===== config.mk =====
export PLATFORM = sky130hd
export DESIGN_NAME = tcc_ctrl
export DESIGN_NICKNAME = d
export VERILOG_FILES = /design/src/tcc_pwm.v /design/src/tcc_ctrl.v
export VERILOG_INCLUDE_DIRS = /design/src
export SDC_FILE = /design/constraint.sdc
export NUM_CORES = 1
export LEC_CHECK = 0
export ABC_AREA = 1
export BUFFER_PORTS_ARGS = -buffer_cell sky130_fd_sc_hd__buf_4
export CORE_ASPECT_RATIO = 1.5
export CORE_MARGIN = 5
export CORE_UTILIZATION = 64
export CTS_CLUSTER_DIAMETER = 150
export DETAILED_ROUTE_END_ITERATION = 12
export PLACE_DENSITY = 0.87
export SLEW_MARGIN = 20
export SYNTH_ARGS = -nofsm -noshare
export SYNTH_HDL_FRONTEND = slang
export SYNTH_SLANG_ARGS = --single-unit

===== constraint.sdc =====
create_clock -name clk -period 6.87 [get_ports clk]
set_clock_uncertainty 0.05 [all_clocks]
set_input_delay 0.687 -clock clk [delete_from_list [all_inputs] [get_ports clk]]
set_output_delay 0.687 -clock clk [all_outputs]
set_load 0.1 [all_outputs]

===== src/tcc_consts.vh =====
// constants for the temperature compensated correction controller
`ifndef TCC_CONSTS_VH
`define TCC_CONSTS_VH
`define TCC_CLK_HZ 1000000
`define TCC_CNT_W 8
`define TCC_CNT_MAX 8'hFF
`define TCC_PWM_W 8
`define TCC_TEMP_W 8
`define TCC_IDX_W 4
`define TCC_FRAC_W 4
`define TCC_TAB_DEPTH 16
`define TCC_PRECHARGE_CYC 8'h40
`define TCC_PWM_REPEAT 8'h04
`endif


===== src/tcc_pwm.v =====
// one pulse-width correction output
`timescale 1ns/100ps
module tcc_pwm #(
    parameter WIDTH = 8
) (
    clk,
    reset_n,
    phase,
    duty,
    pwm_out
);
    input wire clk;
    input wire reset_n;
    input wire [WIDTH-1:0] phase;
    input wire [WIDTH-1:0] duty;
    output reg pwm_out;

    // duty granularity is one counter step
    always @(posedge clk) begin
        if (!reset_n) begin
            pwm_out <= 1'b0;
        end else begin
            pwm_out <= (phase < duty);
        end
    end
endmodule // tcc_pwm


===== src/tcc_ctrl.v =====
// temperature ramp converter, table interpolation and two pwm outputs
// Function
// everything runs from the single 1 MHz clock clk
// discharge pin asserted at start instant; counter starts same edge
// comparator trip latches flag and captures count as temperature
// each output toggles between two levels within a fixed period
// duty granularity equals one clock step of the pwm counter
// span on first pwm output, offset on second, independent
// init, measure and address, drive outputs, repeat forever
// correction table held in nonvolatile memory, read at run time; here volatile registers written through tab_we
// calibration station records values at two or three temperatures
// corrections between table points by linear interpolation
// external programmer writes the table before normal operation
// no trip by counter maximum saturates, end-of-table values used
`timescale 1ns/100ps
`include "tcc_consts.vh"
module tcc_ctrl #(
    parameter CNT_W = `TCC_CNT_W,
    parameter DEPTH = `TCC_TAB_DEPTH
) (
    clk,
    reset_n,
    comp_in,
    tab_we,
    tab_addr,
    tab_span,
    tab_offset,
    discharge_out,
    pwm_span,
    pwm_offset,
    temp_valid,
    temp_value,
    temp_overrange
);
    input wire clk;
    input wire reset_n;
    input wire comp_in;
    input wire tab_we;
    input wire [`TCC_IDX_W-1:0] tab_addr;
    input wire [`TCC_PWM_W-1:0] tab_span;
    input wire [`TCC_PWM_W-1:0] tab_offset;
    output reg discharge_out;
    output wire pwm_span;
    output wire pwm_offset;
    output reg temp_valid;
    output reg [CNT_W-1:0] temp_value;
    output reg temp_overrange;

    localparam [2:0] ST_INIT = 3'd0;
    localparam [2:0] ST_CHARGE = 3'd1;
    localparam [2:0] ST_RAMP = 3'd2;
    localparam [2:0] ST_LOOKUP = 3'd3;
    localparam [2:0] ST_DRIVE = 3'd4;

    ////////////////////////////////////////////////////////////////////
    // correction table, nonvolatile in the real part
    // table storage
    reg [`TCC_PWM_W-1:0] span_mem [0:DEPTH-1];
    reg [`TCC_PWM_W-1:0] ofs_mem [0:DEPTH-1];
    // programmer write port
    always @(posedge clk) begin
        if (tab_we) begin
            span_mem[tab_addr] <= tab_span;
            ofs_mem[tab_addr] <= tab_offset;
        end
    end

    ////////////////////////////////////////////////////////////////////
    // comparator synchroniser, comparator is asynchronous to clk
    reg comp_s1;
    reg comp_s2;
    always @(posedge clk) begin
        if (!reset_n) begin
            comp_s1 <= 1'b0;
            comp_s2 <= 1'b0;
        end else begin
            comp_s1 <= comp_in;
            comp_s2 <= comp_s1;
        end
    end

    // linear blend of two table points, frac in sixteenths
    function [`TCC_PWM_W-1:0] lerp;
        input [`TCC_PWM_W-1:0] a;
        input [`TCC_PWM_W-1:0] b;
        input [`TCC_FRAC_W-1:0] f;
        reg [`TCC_PWM_W+`TCC_FRAC_W:0] acc;
        begin
            acc = {1'b0, a, {`TCC_FRAC_W{1'b0}}}
                - {{(`TCC_FRAC_W+1){1'b0}}, a} * f
                + {{(`TCC_FRAC_W+1){1'b0}}, b} * f;
            lerp = acc[`TCC_PWM_W+`TCC_FRAC_W-1:`TCC_FRAC_W];
        end
    endfunction

    ////////////////////////////////////////////////////////////////////
    // timing notes
    // all counts are cycles of clk; no second clock and no crystal input
    // one pass: precharge, ramp of at most 256 cycles, one lookup cycle,
    // then drive until the fourth pwm phase wrap (the first period partial) before the next measurement
    // the comparator is resynchronised, so a trip is seen two cycles late;
    // the captured count carries that fixed offset, which calibration
    // absorbs together with the ramp slope
    // pwm runs on during measurement, so the outputs never stall
    // limitation: a table write in the lookup cycle may read old data
    // trade-off: 16 buckets keep the table small; interpolation in the
    // low four count bits recovers the lost resolution
    //

    ////////////////////////////////////////////////////////////////////
    // main sequence
    reg [2:0] state;
    reg [CNT_W-1:0] count;
    reg [`TCC_PWM_W-1:0] phase;
    reg [`TCC_PWM_W-1:0] duty_span;
    reg [`TCC_PWM_W-1:0] duty_ofs;
    reg [7:0] periods;
    wire [`TCC_IDX_W-1:0] idx;
    wire [`TCC_IDX_W-1:0] idx_next;
    wire [`TCC_FRAC_W-1:0] frac;
    assign idx = temp_value[CNT_W-1:CNT_W-`TCC_IDX_W];
    assign frac = temp_value[`TCC_FRAC_W-1:0];
    // end of table holds last entry
    assign idx_next = (idx == DEPTH - 1) ? idx : idx + 1'b1;

    // single clock domain
    always @(posedge clk) begin
        if (!reset_n) begin
            state <= ST_INIT;
            count <= {CNT_W{1'b0}};
            phase <= {`TCC_PWM_W{1'b0}};
            duty_span <= {`TCC_PWM_W{1'b0}};
            duty_ofs <= {`TCC_PWM_W{1'b0}};
            periods <= 8'h00;
            discharge_out <= 1'b0;
            temp_valid <= 1'b0;
            temp_value <= {CNT_W{1'b0}};
            temp_overrange <= 1'b0;
        end else begin
            // free running pwm period
            phase <= phase + 1'b1;
            case (state)
                // initialise variables
                ST_INIT: begin
                    count <= {CNT_W{1'b0}};
                    periods <= 8'h00;
                    discharge_out <= 1'b0;
                    state <= ST_CHARGE;
                end
                // capacitor recharges while pin released
                ST_CHARGE: begin
                    count <= count + 1'b1;
                    if (count == `TCC_PRECHARGE_CYC) begin
                        count <= {CNT_W{1'b0}};
                        // start discharge and count
                        discharge_out <= 1'b1;
                        temp_valid <= 1'b0;
                        state <= ST_RAMP;
                    end
                end
                ST_RAMP: begin
                    // trip latches flag and value
                    if (comp_s2) begin
                        temp_value <= count;
                        temp_valid <= 1'b1;
                        temp_overrange <= 1'b0;
                        discharge_out <= 1'b0;
                        state <= ST_LOOKUP;
                    // saturate on no trip
                    end else if (count == `TCC_CNT_MAX) begin
                        temp_value <= `TCC_CNT_MAX;
                        temp_valid <= 1'b1;
                        temp_overrange <= 1'b1;
                        discharge_out <= 1'b0;
                        state <= ST_LOOKUP;
                    end else begin
                        count <= count + 1'b1;
                    end
                end
                // interpolate between points
                ST_LOOKUP: begin
                    duty_span <= lerp(span_mem[idx], span_mem[idx_next],
                        frac);
                    duty_ofs <= lerp(ofs_mem[idx], ofs_mem[idx_next], frac);
                    periods <= 8'h00;
                    state <= ST_DRIVE;
                end
                // drive outputs, then measure again
                ST_DRIVE: begin
                    if (phase == `TCC_CNT_MAX) begin
                        periods <= periods + 1'b1;
                        if (periods == `TCC_PWM_REPEAT - 1) begin
                            count <= {CNT_W{1'b0}};
                            state <= ST_CHARGE;
                        end
                    end
                end
                default: begin
                    state <= ST_INIT;
                end
            endcase
        end
    end

    ////////////////////////////////////////////////////////////////////
    // span first, offset second
    tcc_pwm #(.WIDTH(`TCC_PWM_W)) u_pwm_span (
        .clk(clk),
        .reset_n(reset_n),
        .phase(phase),
        .duty(duty_span),
        .pwm_out(pwm_span)
    );
    // one step resolution
    tcc_pwm #(.WIDTH(`TCC_PWM_W)) u_pwm_offset (
        .clk(clk),
        .reset_n(reset_n),
        .phase(phase),
        .duty(duty_ofs),
        .pwm_out(pwm_offset)
    );
endmodule // tcc_ctrl


# == After elaboration in Yosys (flattened, before gate mapping) ==
# Memories as Yosys holds them, arrays and structs flattened. A register that Yosys moved wholly into a read port is not among the register bits.
# Cells that the tools add are included.
# totals
ff_bits,58
ram_bits,256
out_inout_bits,13
n_memories,2
# op_classes
n_addsub,8
n_mul,4
n_lt_le_gt_ge,2
n_eq_ne,15
muxes,32
reduce_logical,13
# memory_table
memory,words,width,read_ports,rd_ports_with_merged_regs,wr,line,rtl
ofs_mem,16,8,2,1,1,tcc_ctrl.v:59,reg [`TCC_PWM_W-1:0] ofs_mem [0:DEPTH-1];
span_mem,16,8,2,1,1,tcc_ctrl.v:58,reg [`TCC_PWM_W-1:0] span_mem [0:DEPTH-1];
# ops
cell,count
$mux W8,8
$mul A8 B4 Y12,4
$pmux W8 S4,1
$add A12 B12 Y12,2
$add A8 B1 Y8 const B,3
$sub A12 B12 Y12,2
$mux W4,5
$eq A8 B8 Y1 const B,2
$lt A8 B8 Y1,2
$pmux W8 S2,1
$mux W3,5
$pmux W3 S5,1
$ne A2 B2 Y1 const B,5
$mux W1,9
$eq A8 B2 Y1 const B,1
$eq A8 B7 Y1 const B,1
$eq A3 B2 Y1 const B,2
$reduce_and A3 Y1,2
$reduce_bool A2 Y1,3
$reduce_and A5 Y1,1
$add A4 B1 Y4 const B,1
$eq A4 B4 Y1 const B,1
$reduce_and A2 Y1,2
$reduce_and A4 Y1,1
other kinds (9),9

# == Logic depth before layout (Yosys ltp) ==
# Gate-level depths: netlist of run 1.
# depth
depth_word,5
mapped_depth,33
depth_no_buf,32

# == By module ==
# From an unflattened synthesis of run 1, not the netlist that was laid out.
# unflattened
cells_unflattened,2279
area_unflattened_um2,19939.1
# modules_own_cells
module,n_inst,cells_per_inst,area_per_inst_um2
tcc_ctrl,1,2211,19516.2
tcc_pwm,2,34,211.5

# == Worst setup path before layout of run 1 ==
# Ideal clock, no wire load.
# synth_timing
path_kind,reg2reg
from,reg temp_value[4]
to,reg duty_span[7]
setup_time_ns,0.117
arrival_time_ns,6.377
required_time_ns,6.703
slack_ns,0.326
path_stages_with_launch,33
n_path_buf,4
cell_sequence,dfxtp_1 ha_1 nand3_4 nand2_4 nand2_4 buf_6 buf_12 buf_6 buf_6 o211ai_2 nand3_1 o311ai_1 nand2_1 inv_2 nand2_1 fa_1 inv_1 fa_1 fa_1 inv_1 fa_1 inv_1 ha_1 nand2_1 inv_1 a221o_1 o21bai_2 nand2_1 nand2_1 nand2_1 nand2_1 nor2_1 nor2_1
# synth_between
elab_chain_len,5
# synth_rtl
item,line,rtl
"start, declared",tcc_ctrl.v:46,output reg [CNT_W-1:0] temp_value;
"start signal, assigned",tcc_ctrl.v:137,temp_value <= {CNT_W{1'b0}};
"start signal, assigned",tcc_ctrl.v:164,temp_value <= count;
"start signal, assigned",tcc_ctrl.v:171,temp_value <= `TCC_CNT_MAX;
$add A4 B1 Y4 / $eq A4 B4 Y1 (equally long branches),tcc_ctrl.v:124,assign idx_next = (idx == DEPTH - 1) ? idx : idx + 1'b1;
$mux W4 (*),tcc_ctrl.v:124,
$mem_v2 Z16 W8 (*),-,
$mul A8 B4 Y12 (*),tcc_ctrl.v:91,"+ {{(`TCC_FRAC_W+1){1'b0}}, b} * f;"
$add A12 B12 Y12 (*),tcc_ctrl.v:89,"acc = {1'b0, a, {`TCC_FRAC_W{1'b0}}}"
"end signal, assigned",tcc_ctrl.v:132,duty_span <= {`TCC_PWM_W{1'b0}};
"end signal, assigned",tcc_ctrl.v:182,"duty_span <= lerp(span_mem[idx], span_mem[idx_next],"
"end, declared",tcc_ctrl.v:115,reg [`TCC_PWM_W-1:0] duty_span;
# Every way passes the cells marked *; elsewhere a longest branch is shown, timed or not.
# A chain may end at the register's enable or synchronous reset.

# == Worst setup path after layout of run 1 ==
# layout_timing
from,reg temp_value[4]
to,reg duty_ofs[7]
# layout_between
elab_chain_len,5
# layout_rtl
item,line,rtl
$add A4 B1 Y4 / $eq A4 B4 Y1 (equally long branches),tcc_ctrl.v:124,
$mux W4 (*),tcc_ctrl.v:124,
$mem_v2 Z16 W8 (*),-,
$mul A8 B4 Y12 (*),tcc_ctrl.v:91,
$add A12 B12 Y12 (*),tcc_ctrl.v:89,
"end signal, assigned",tcc_ctrl.v:133,duty_ofs <= {`TCC_PWM_W{1'b0}};
"end signal, assigned",tcc_ctrl.v:184,"duty_ofs <= lerp(ofs_mem[idx], ofs_mem[idx_next], frac);"
"end, declared",tcc_ctrl.v:116,reg [`TCC_PWM_W-1:0] duty_ofs;
# Marks and branches as above.

==> results of run 1 <==
-- flip-flops by register name, summed over array words and instances (netlist names), 3 cells and up, named ones only --
register    flops
span_mem      128
temp_value      8
ofs_mem       128
phase           8
duty_ofs        8
count           8
duty_span       8
periods         8
state           3
-- synth_stat cells (all sizes together) (53+ instances only) --
cell type and instances:
buf 53, nand2 328, inv 392, fa 96, nand3 166, edfxtp 256, clkbuf 61, a21oi 220
dfxtp 62, ha 61, o21ai 228, nor2 146
-- worst register-to-register path, stage by stage, from the launching register on --
cell,delay (ns)
dfxtp_1,0.49
ha_1,0.35
nand4_1,0.27
nand2_4,0.50
buf_4,0.37
a21oi_1,0.11
or3_1,0.31
o311ai_1,0.10
nand2_1,0.19
inv_2,0.11
nand2_1,0.08
fa_1,0.51
fa_1,0.52
inv_1,0.06
fa_1,0.53
inv_1,0.05
fa_1,0.47
inv_1,0.04
ha_1,0.35
a21oi_1,0.09
o21ai_0,0.34
nand2_1,0.10
o211ai_1,0.14
nor2_1,0.08
nand3_1,0.07
nand3_1,0.08
nand2_1,0.09
inv_1,0.04
-- power by group --
part	total, mW	leakage (nW)	switching (mW)	internal (mW)
Combinational	1.61	5.43	1.06	0.547
Clock	1.63	0.448	0.707	0.926
Sequential	2.20	2.82	0.0480	2.16
Total	5.44	8.70	1.81	3.63
-- final timing paths --
kind,from,end,slack [ns],depth (start not counted)
min,comp_in,comp_s1,0.24,3
max,temp_value[4],duty_ofs[7],0.31,27
max reg2reg,temp_value[4],duty_ofs[7],0.31,27
min reg2reg,comp_s1,comp_s2,0.37,2
-- routing by layer --
layer	track usage	wire [µm]	share of wire	vias up
li1	-	-	-	7464
met1	0.335	17700	0.33	7758
met2	0.548	27100	0.50	1111
met3	0.0474	5220	0.097	338
met4	0.211	3990	0.074	0
met5	0	0	0	-
-- through the flow --
stage	hold slack (ns)	area, µm²	setup WS [ns]	total power [mW]
2_1_floorplan	0.340	20000	0.326	3.43
3_3_place_gp	0.353	20700	0.655	3.75
3_5_place_dp	0.362	20700	0.452	3.82
4_1_cts	0.231	21600	0.436	5.43
5_1_grt	0.276	21600	0.0325	5.73
6_report	0.243	21600	0.308	5.44
-- cell type report --
class	count	area, µm²	share of cell area
clock inverter	16	196	0.00907
tap	405	507	0.0234
multi-input combinational	1402	9060	0.419
clock buffer	35	748	0.0346
timing repair buffer	88	723	0.0334
sequential	318	8930	0.413
inverter	393	1480	0.0681
-- cells by family (layout without fill, tap and decap cells) --
| kind of cell | after synthesis | after routing |
|---|---|---|
| AO/OA/AOI/OAI | 544 | 544 |
| buffers and inverters | 507 | 532 |
| flip-flops | 318 | 318 |
| XOR/XNOR | 16 | 16 |
| adder cells (fa/ha/maj) | 157 | 157 |
| AND/OR/NAND/NOR | 685 | 685 |
==> flow_summary.toml, run 1 <==
[floorplan]
die_h_um = 227
floorplan.die.width_um = 154
floorplan.rows = 79
floorplan.core_area_mm2 = 0.0309
start_util = 0.647
io-pin-count = 37
fp.dieArea_mm2 = 0.0350

[detailed_routing]
routed_via_count_divided_by_cell_count = 6.27
dr.first_iter.drc_count = 1889
routed_wire_length_per_instance_um = 20.3
first_pass_iters = 7
ant_nets = 0
drc_markers = 0
dr_total_vias = 16700
routed_wl_um = 53900

[placed_design]
place.gp.congestion = 0.912
dpl.cell_count = 2606
detailed_placement_wirelength_estimate_um = 36500
number_of_i_o_port_buffers = 36

[job]
max_cap_violations = 0

[critical_path]
start_kind = "register"
cp.required_ns = 7.30
critical_path.n_buffers_inverters = 6
cp_max_fo = 46
path_class = "register to register"
critical-path-top-delay-family = "adder cells"
critPathMaxStageDelay_ns = 0.53
crit_arrival_ns = 6.99
timing.critical_path.to_type = "register"
crit_slowest_cell = "fa_1"

[cts]
cts_max_path_buffers = 3
tritoncts.num_buffers = 29
cts-root-buf = "clkbuf_16"
cts.hold.buffers_added = 0
htree_levels = 1
cts_repair_resized_insts = 0
postCtsSetupRepairBufs = 0
cts_tree = "done"
worstSkewPairLatency_ns = 0.58
clk_pin_slew_worst_paths_ns = 0.06
clkSinkCount = 318

[cells_and_area]
layout-drive-gt1-share = 0.0999
final_core_util = 0.700
final_common_cell = "inv_1"
final-instance-count-excl-fill = 2657
finalNetCount = 2413
layout-area-overhead-vs-synth_pct = 8.08
fillerInstances = 2180
diodes = 0
layout.cells.most_common_list = "inv_1 (375), nand2_1 (307), edfxtp_1 (256), a21oi_1 (220), o21ai_0 (175)"

[global_routing]
grt_pass1_vias = 16900
grt_max_degree = 72
grt_use_total = 0.307
grt_pass1_wl_um = 84600
grt_antenna_before_repair = 0
grt.overflow.total = 0

[synth]
yosysWarnings = 0
yosys.area_share.simple = 0.152
post_synthesis_net_count = 2408
synth_top_family_by_area = "compound AO/OA/AOI/OAI gates"
post_synthesis_xor_xnor_area_fraction = 0.00700
synth_area_leaders = "edfxtp_1 (38%), fa_1 (9.6%), inv_1 (7.0%)"
yosys.area_share.adder = 0.134
gate_count_of_the_mapped_netlist = 2227
synth.cell_area_mm2 = 0.0200
synth_seq_cells = 318
async_reset_ff_frac = 0
synth_area_in_compound_gates = 0.157
synthMuxAreaShare = 0
syn_avg_cell_area_um2 = 8.99
post-synth-top-area-cell = "edfxtp_1"
synth_enable_flop_cells = 256
seq_area_frac_synth = 0.446
distinct_cells_synth = 57
proportion_of_netlist_area_held_by_the_largest_area_contributor = 0.384
synth-main-ff-cell = "edfxtp_1"

[sta]
slew_headroom = 0.398
post-route-period-util = 0.955
maximum_operating_frequency_mhz = 152
timing.final.setup_violations = 0
final_period_minus_worst_setup_slack_ns = 6.56
fin_setup_tns_ns = 0
finalHoldViolations = 0
unrepaired_setup_endpoints_after_global_routing = "no"
timing.final.max_slew_violations = 0
worst_slew_pin_slew_ns = 0.903

[min_path]
hold_class = "primary input to register"

[pwr]
power_per_cell_area_mw_per_mm2 = 251
leakage_power_summed_over_all_cells_nw = 8.70
worst_ir_drop_vdd_mv = 0.245

[status]
run_status = "completed"
No activity file was read; power rests on OpenSTA's default activity.
==> run 2: changes to the inputs <==
Settings changed: REMOVE_ABC_BUFFERS set to 1.
==> run 2 against run 1 <==
- cell count fell by 0.15%
- highest routed layer unchanged
- clock power rose by 2%
- setup slack lost 0.00085 ns
==> flow_summary.toml, run 2 (synthesis gave the netlist of run 1 again) <==
[detailed_routing]
routed_wl_um = 53300
routed_via_count_divided_by_cell_count = 6.29
first_pass_iters = 8
routed_wire_length_per_instance_um = 20.1
drc_markers = 0
dr.first_iter.drc_count = 2117
dr_total_vias = 16700
ant_nets = 0

[status]
run_status = "completed"

[cts]
htree_levels = 1
cts_max_path_buffers = 3
clk_pin_slew_worst_paths_ns = 0.07
cts.hold.buffers_added = 0
cts-root-buf = "clkbuf_16"
cts_tree = "done"
worstSkewPairLatency_ns = 0.58
clkSinkCount = 318
tritoncts.num_buffers = 29

[cells_and_area]
fillerInstances = 2150
design_area_mm2 = 0.0216
final_core_util = 0.700
registers_with_the_most_flip_flops = "ofs_mem (128), span_mem (128)"
layout-area-overhead-vs-synth_pct = 8.06
layout.cells.most_common_list = "inv_1 (376), nand2_1 (307), edfxtp_1 (256), a21oi_1 (220), o21ai_0 (175)"
finalNetCount = 2406
final_common_cell = "inv_1"
layout-drive-gt1-share = 0.0970

[floorplan]
start_util = 0.647
die_h_um = 227
floorplan.die.width_um = 154
fp.dieArea_mm2 = 0.0350
floorplan.rows = 79
floorplan.core_area_mm2 = 0.0309
io-pin-count = 37

[critical_path]
critPathMaxStageDelay_ns = 0.54
timing.critical_path.to_type = "register"
timing.critical_path.from = "temp_value[4]"
worstRegToRegCells = 29
critical-path-top-delay-family = "adder cells"
cp_max_fo = 58
worstReg2RegStart = "temp_value[4]"
crit_arrival_ns = 6.97
crit_slowest_cell = "fa_1"
critical_path.n_buffers_inverters = 6
r2r_end = "duty_ofs[7]"
r2r_slack_ns = 0.31
start_kind = "register"
path_class = "register to register"
cp.required_ns = 7.28

[global_routing]
grt_max_degree = 75
grt_use_total = 0.300
grt_pass1_wl_um = 83300
grt_antenna_before_repair = 1
grt_pass1_vias = 17100
grt.overflow.total = 0

[min_path]
min_from = "comp_in"
hold_path_end = "comp_s1"
hold_class = "primary input to register"
min_path_cells = 3

[sta]
timing.final.max_slew_violations = 0
maximum_operating_frequency_mhz = 152
worst_slew_pin_slew_ns = 1.05
post-route-period-util = 0.955
timing.final.setup_violations = 0
slew_headroom = 0.301
final_period_minus_worst_setup_slack_ns = 6.56
finalHoldViolations = 0

[placed_design]
detailed_placement_wirelength_estimate_um = 34500
detailed_place.area_mm2 = 0.0206
number_of_i_o_port_buffers = 36
place.gp.congestion = 0.935

[job]
max_cap_violations = 0

[pwr]
leakage_power_summed_over_all_cells_nw = 8.69
worst_ir_drop_vdd_mv = 0.249
power_per_cell_area_mw_per_mm2 = 253
[run 2: cell types whose count changed in the layout (fill, tap and decap cells not counted), sizes merged]
cell / delta
clkinv: +3
clkbuf: -3
clkinvlp: -2
buf: -7
diode: +1
inv: +3
bufinv: +1
[run 2: worst max-delay path by stage]
stage	endpoint	slack [ns]	cells past startpoint
6_report	duty_ofs[7]	0.31	29
5_1_grt	duty_span[7]	-0.002	29
4_1_cts	duty_ofs[7]	0.36	29
3_5_place_dp	duty_ofs[5]	0.39	29
3_3_place_gp	duty_span[7]	0.70	28
2_1_floorplan	duty_span[7]	-1.20	25
[run 2: per-stage QoR]
step                      std cells  worst slack (ns)  hold slack, ns  setup TNS [ns]  power, mW
final                          2653             0.307           0.244               0       5.47
after global routing           2653          -0.00224           0.278        -0.00224       5.75
after CTS                      2652             0.357           0.227               0       5.45
after detailed placement       2599             0.388           0.357               0       3.81
after global placement         2599             0.696           0.350               0       3.73
after floorplan                2113             -1.20           0.340          -13.82       3.41
[run 2: layer usage]
layer	track usage	routed length, µm
met5	0	0
met4	0.207	4250
met3	0.0521	5310
met2	0.536	26500
met1	0.321	17200
[run 2: tightest hold or removal path, delay by kind of cell]
kind | cells | cell delay, ns
buffers and inverters | 2 | 0.12
and+or+nand+nor | 1 | 0.04
[run 2: area by class of cell]
cell class	count	area, µm²	area share
multi-input combinational	1402	9080	0.420
sequential	318	8930	0.413
inverter	393	1480	0.0682
clock buffer	32	737	0.0341
timing repair buffer	81	671	0.0310
tap	405	507	0.0234
clock inverter	21	236	0.0109
antenna	1	2.50	0.000116
[run 2: report_power, final]
part / total (mW) / internal, mW / switching [mW]
logic: 1.59 / 0.546 / 1.05
clock network: 1.67 / 0.961 / 0.708
registers: 2.21 / 2.16 / 0.0487
total: 5.47 / 3.66 / 1.80
[run 2: timing repair]
action                     4_1_cts  5_1_grt
setup endpoints to repair        0        6
buffers inserted                 0        0
gates resized for setup          0        2
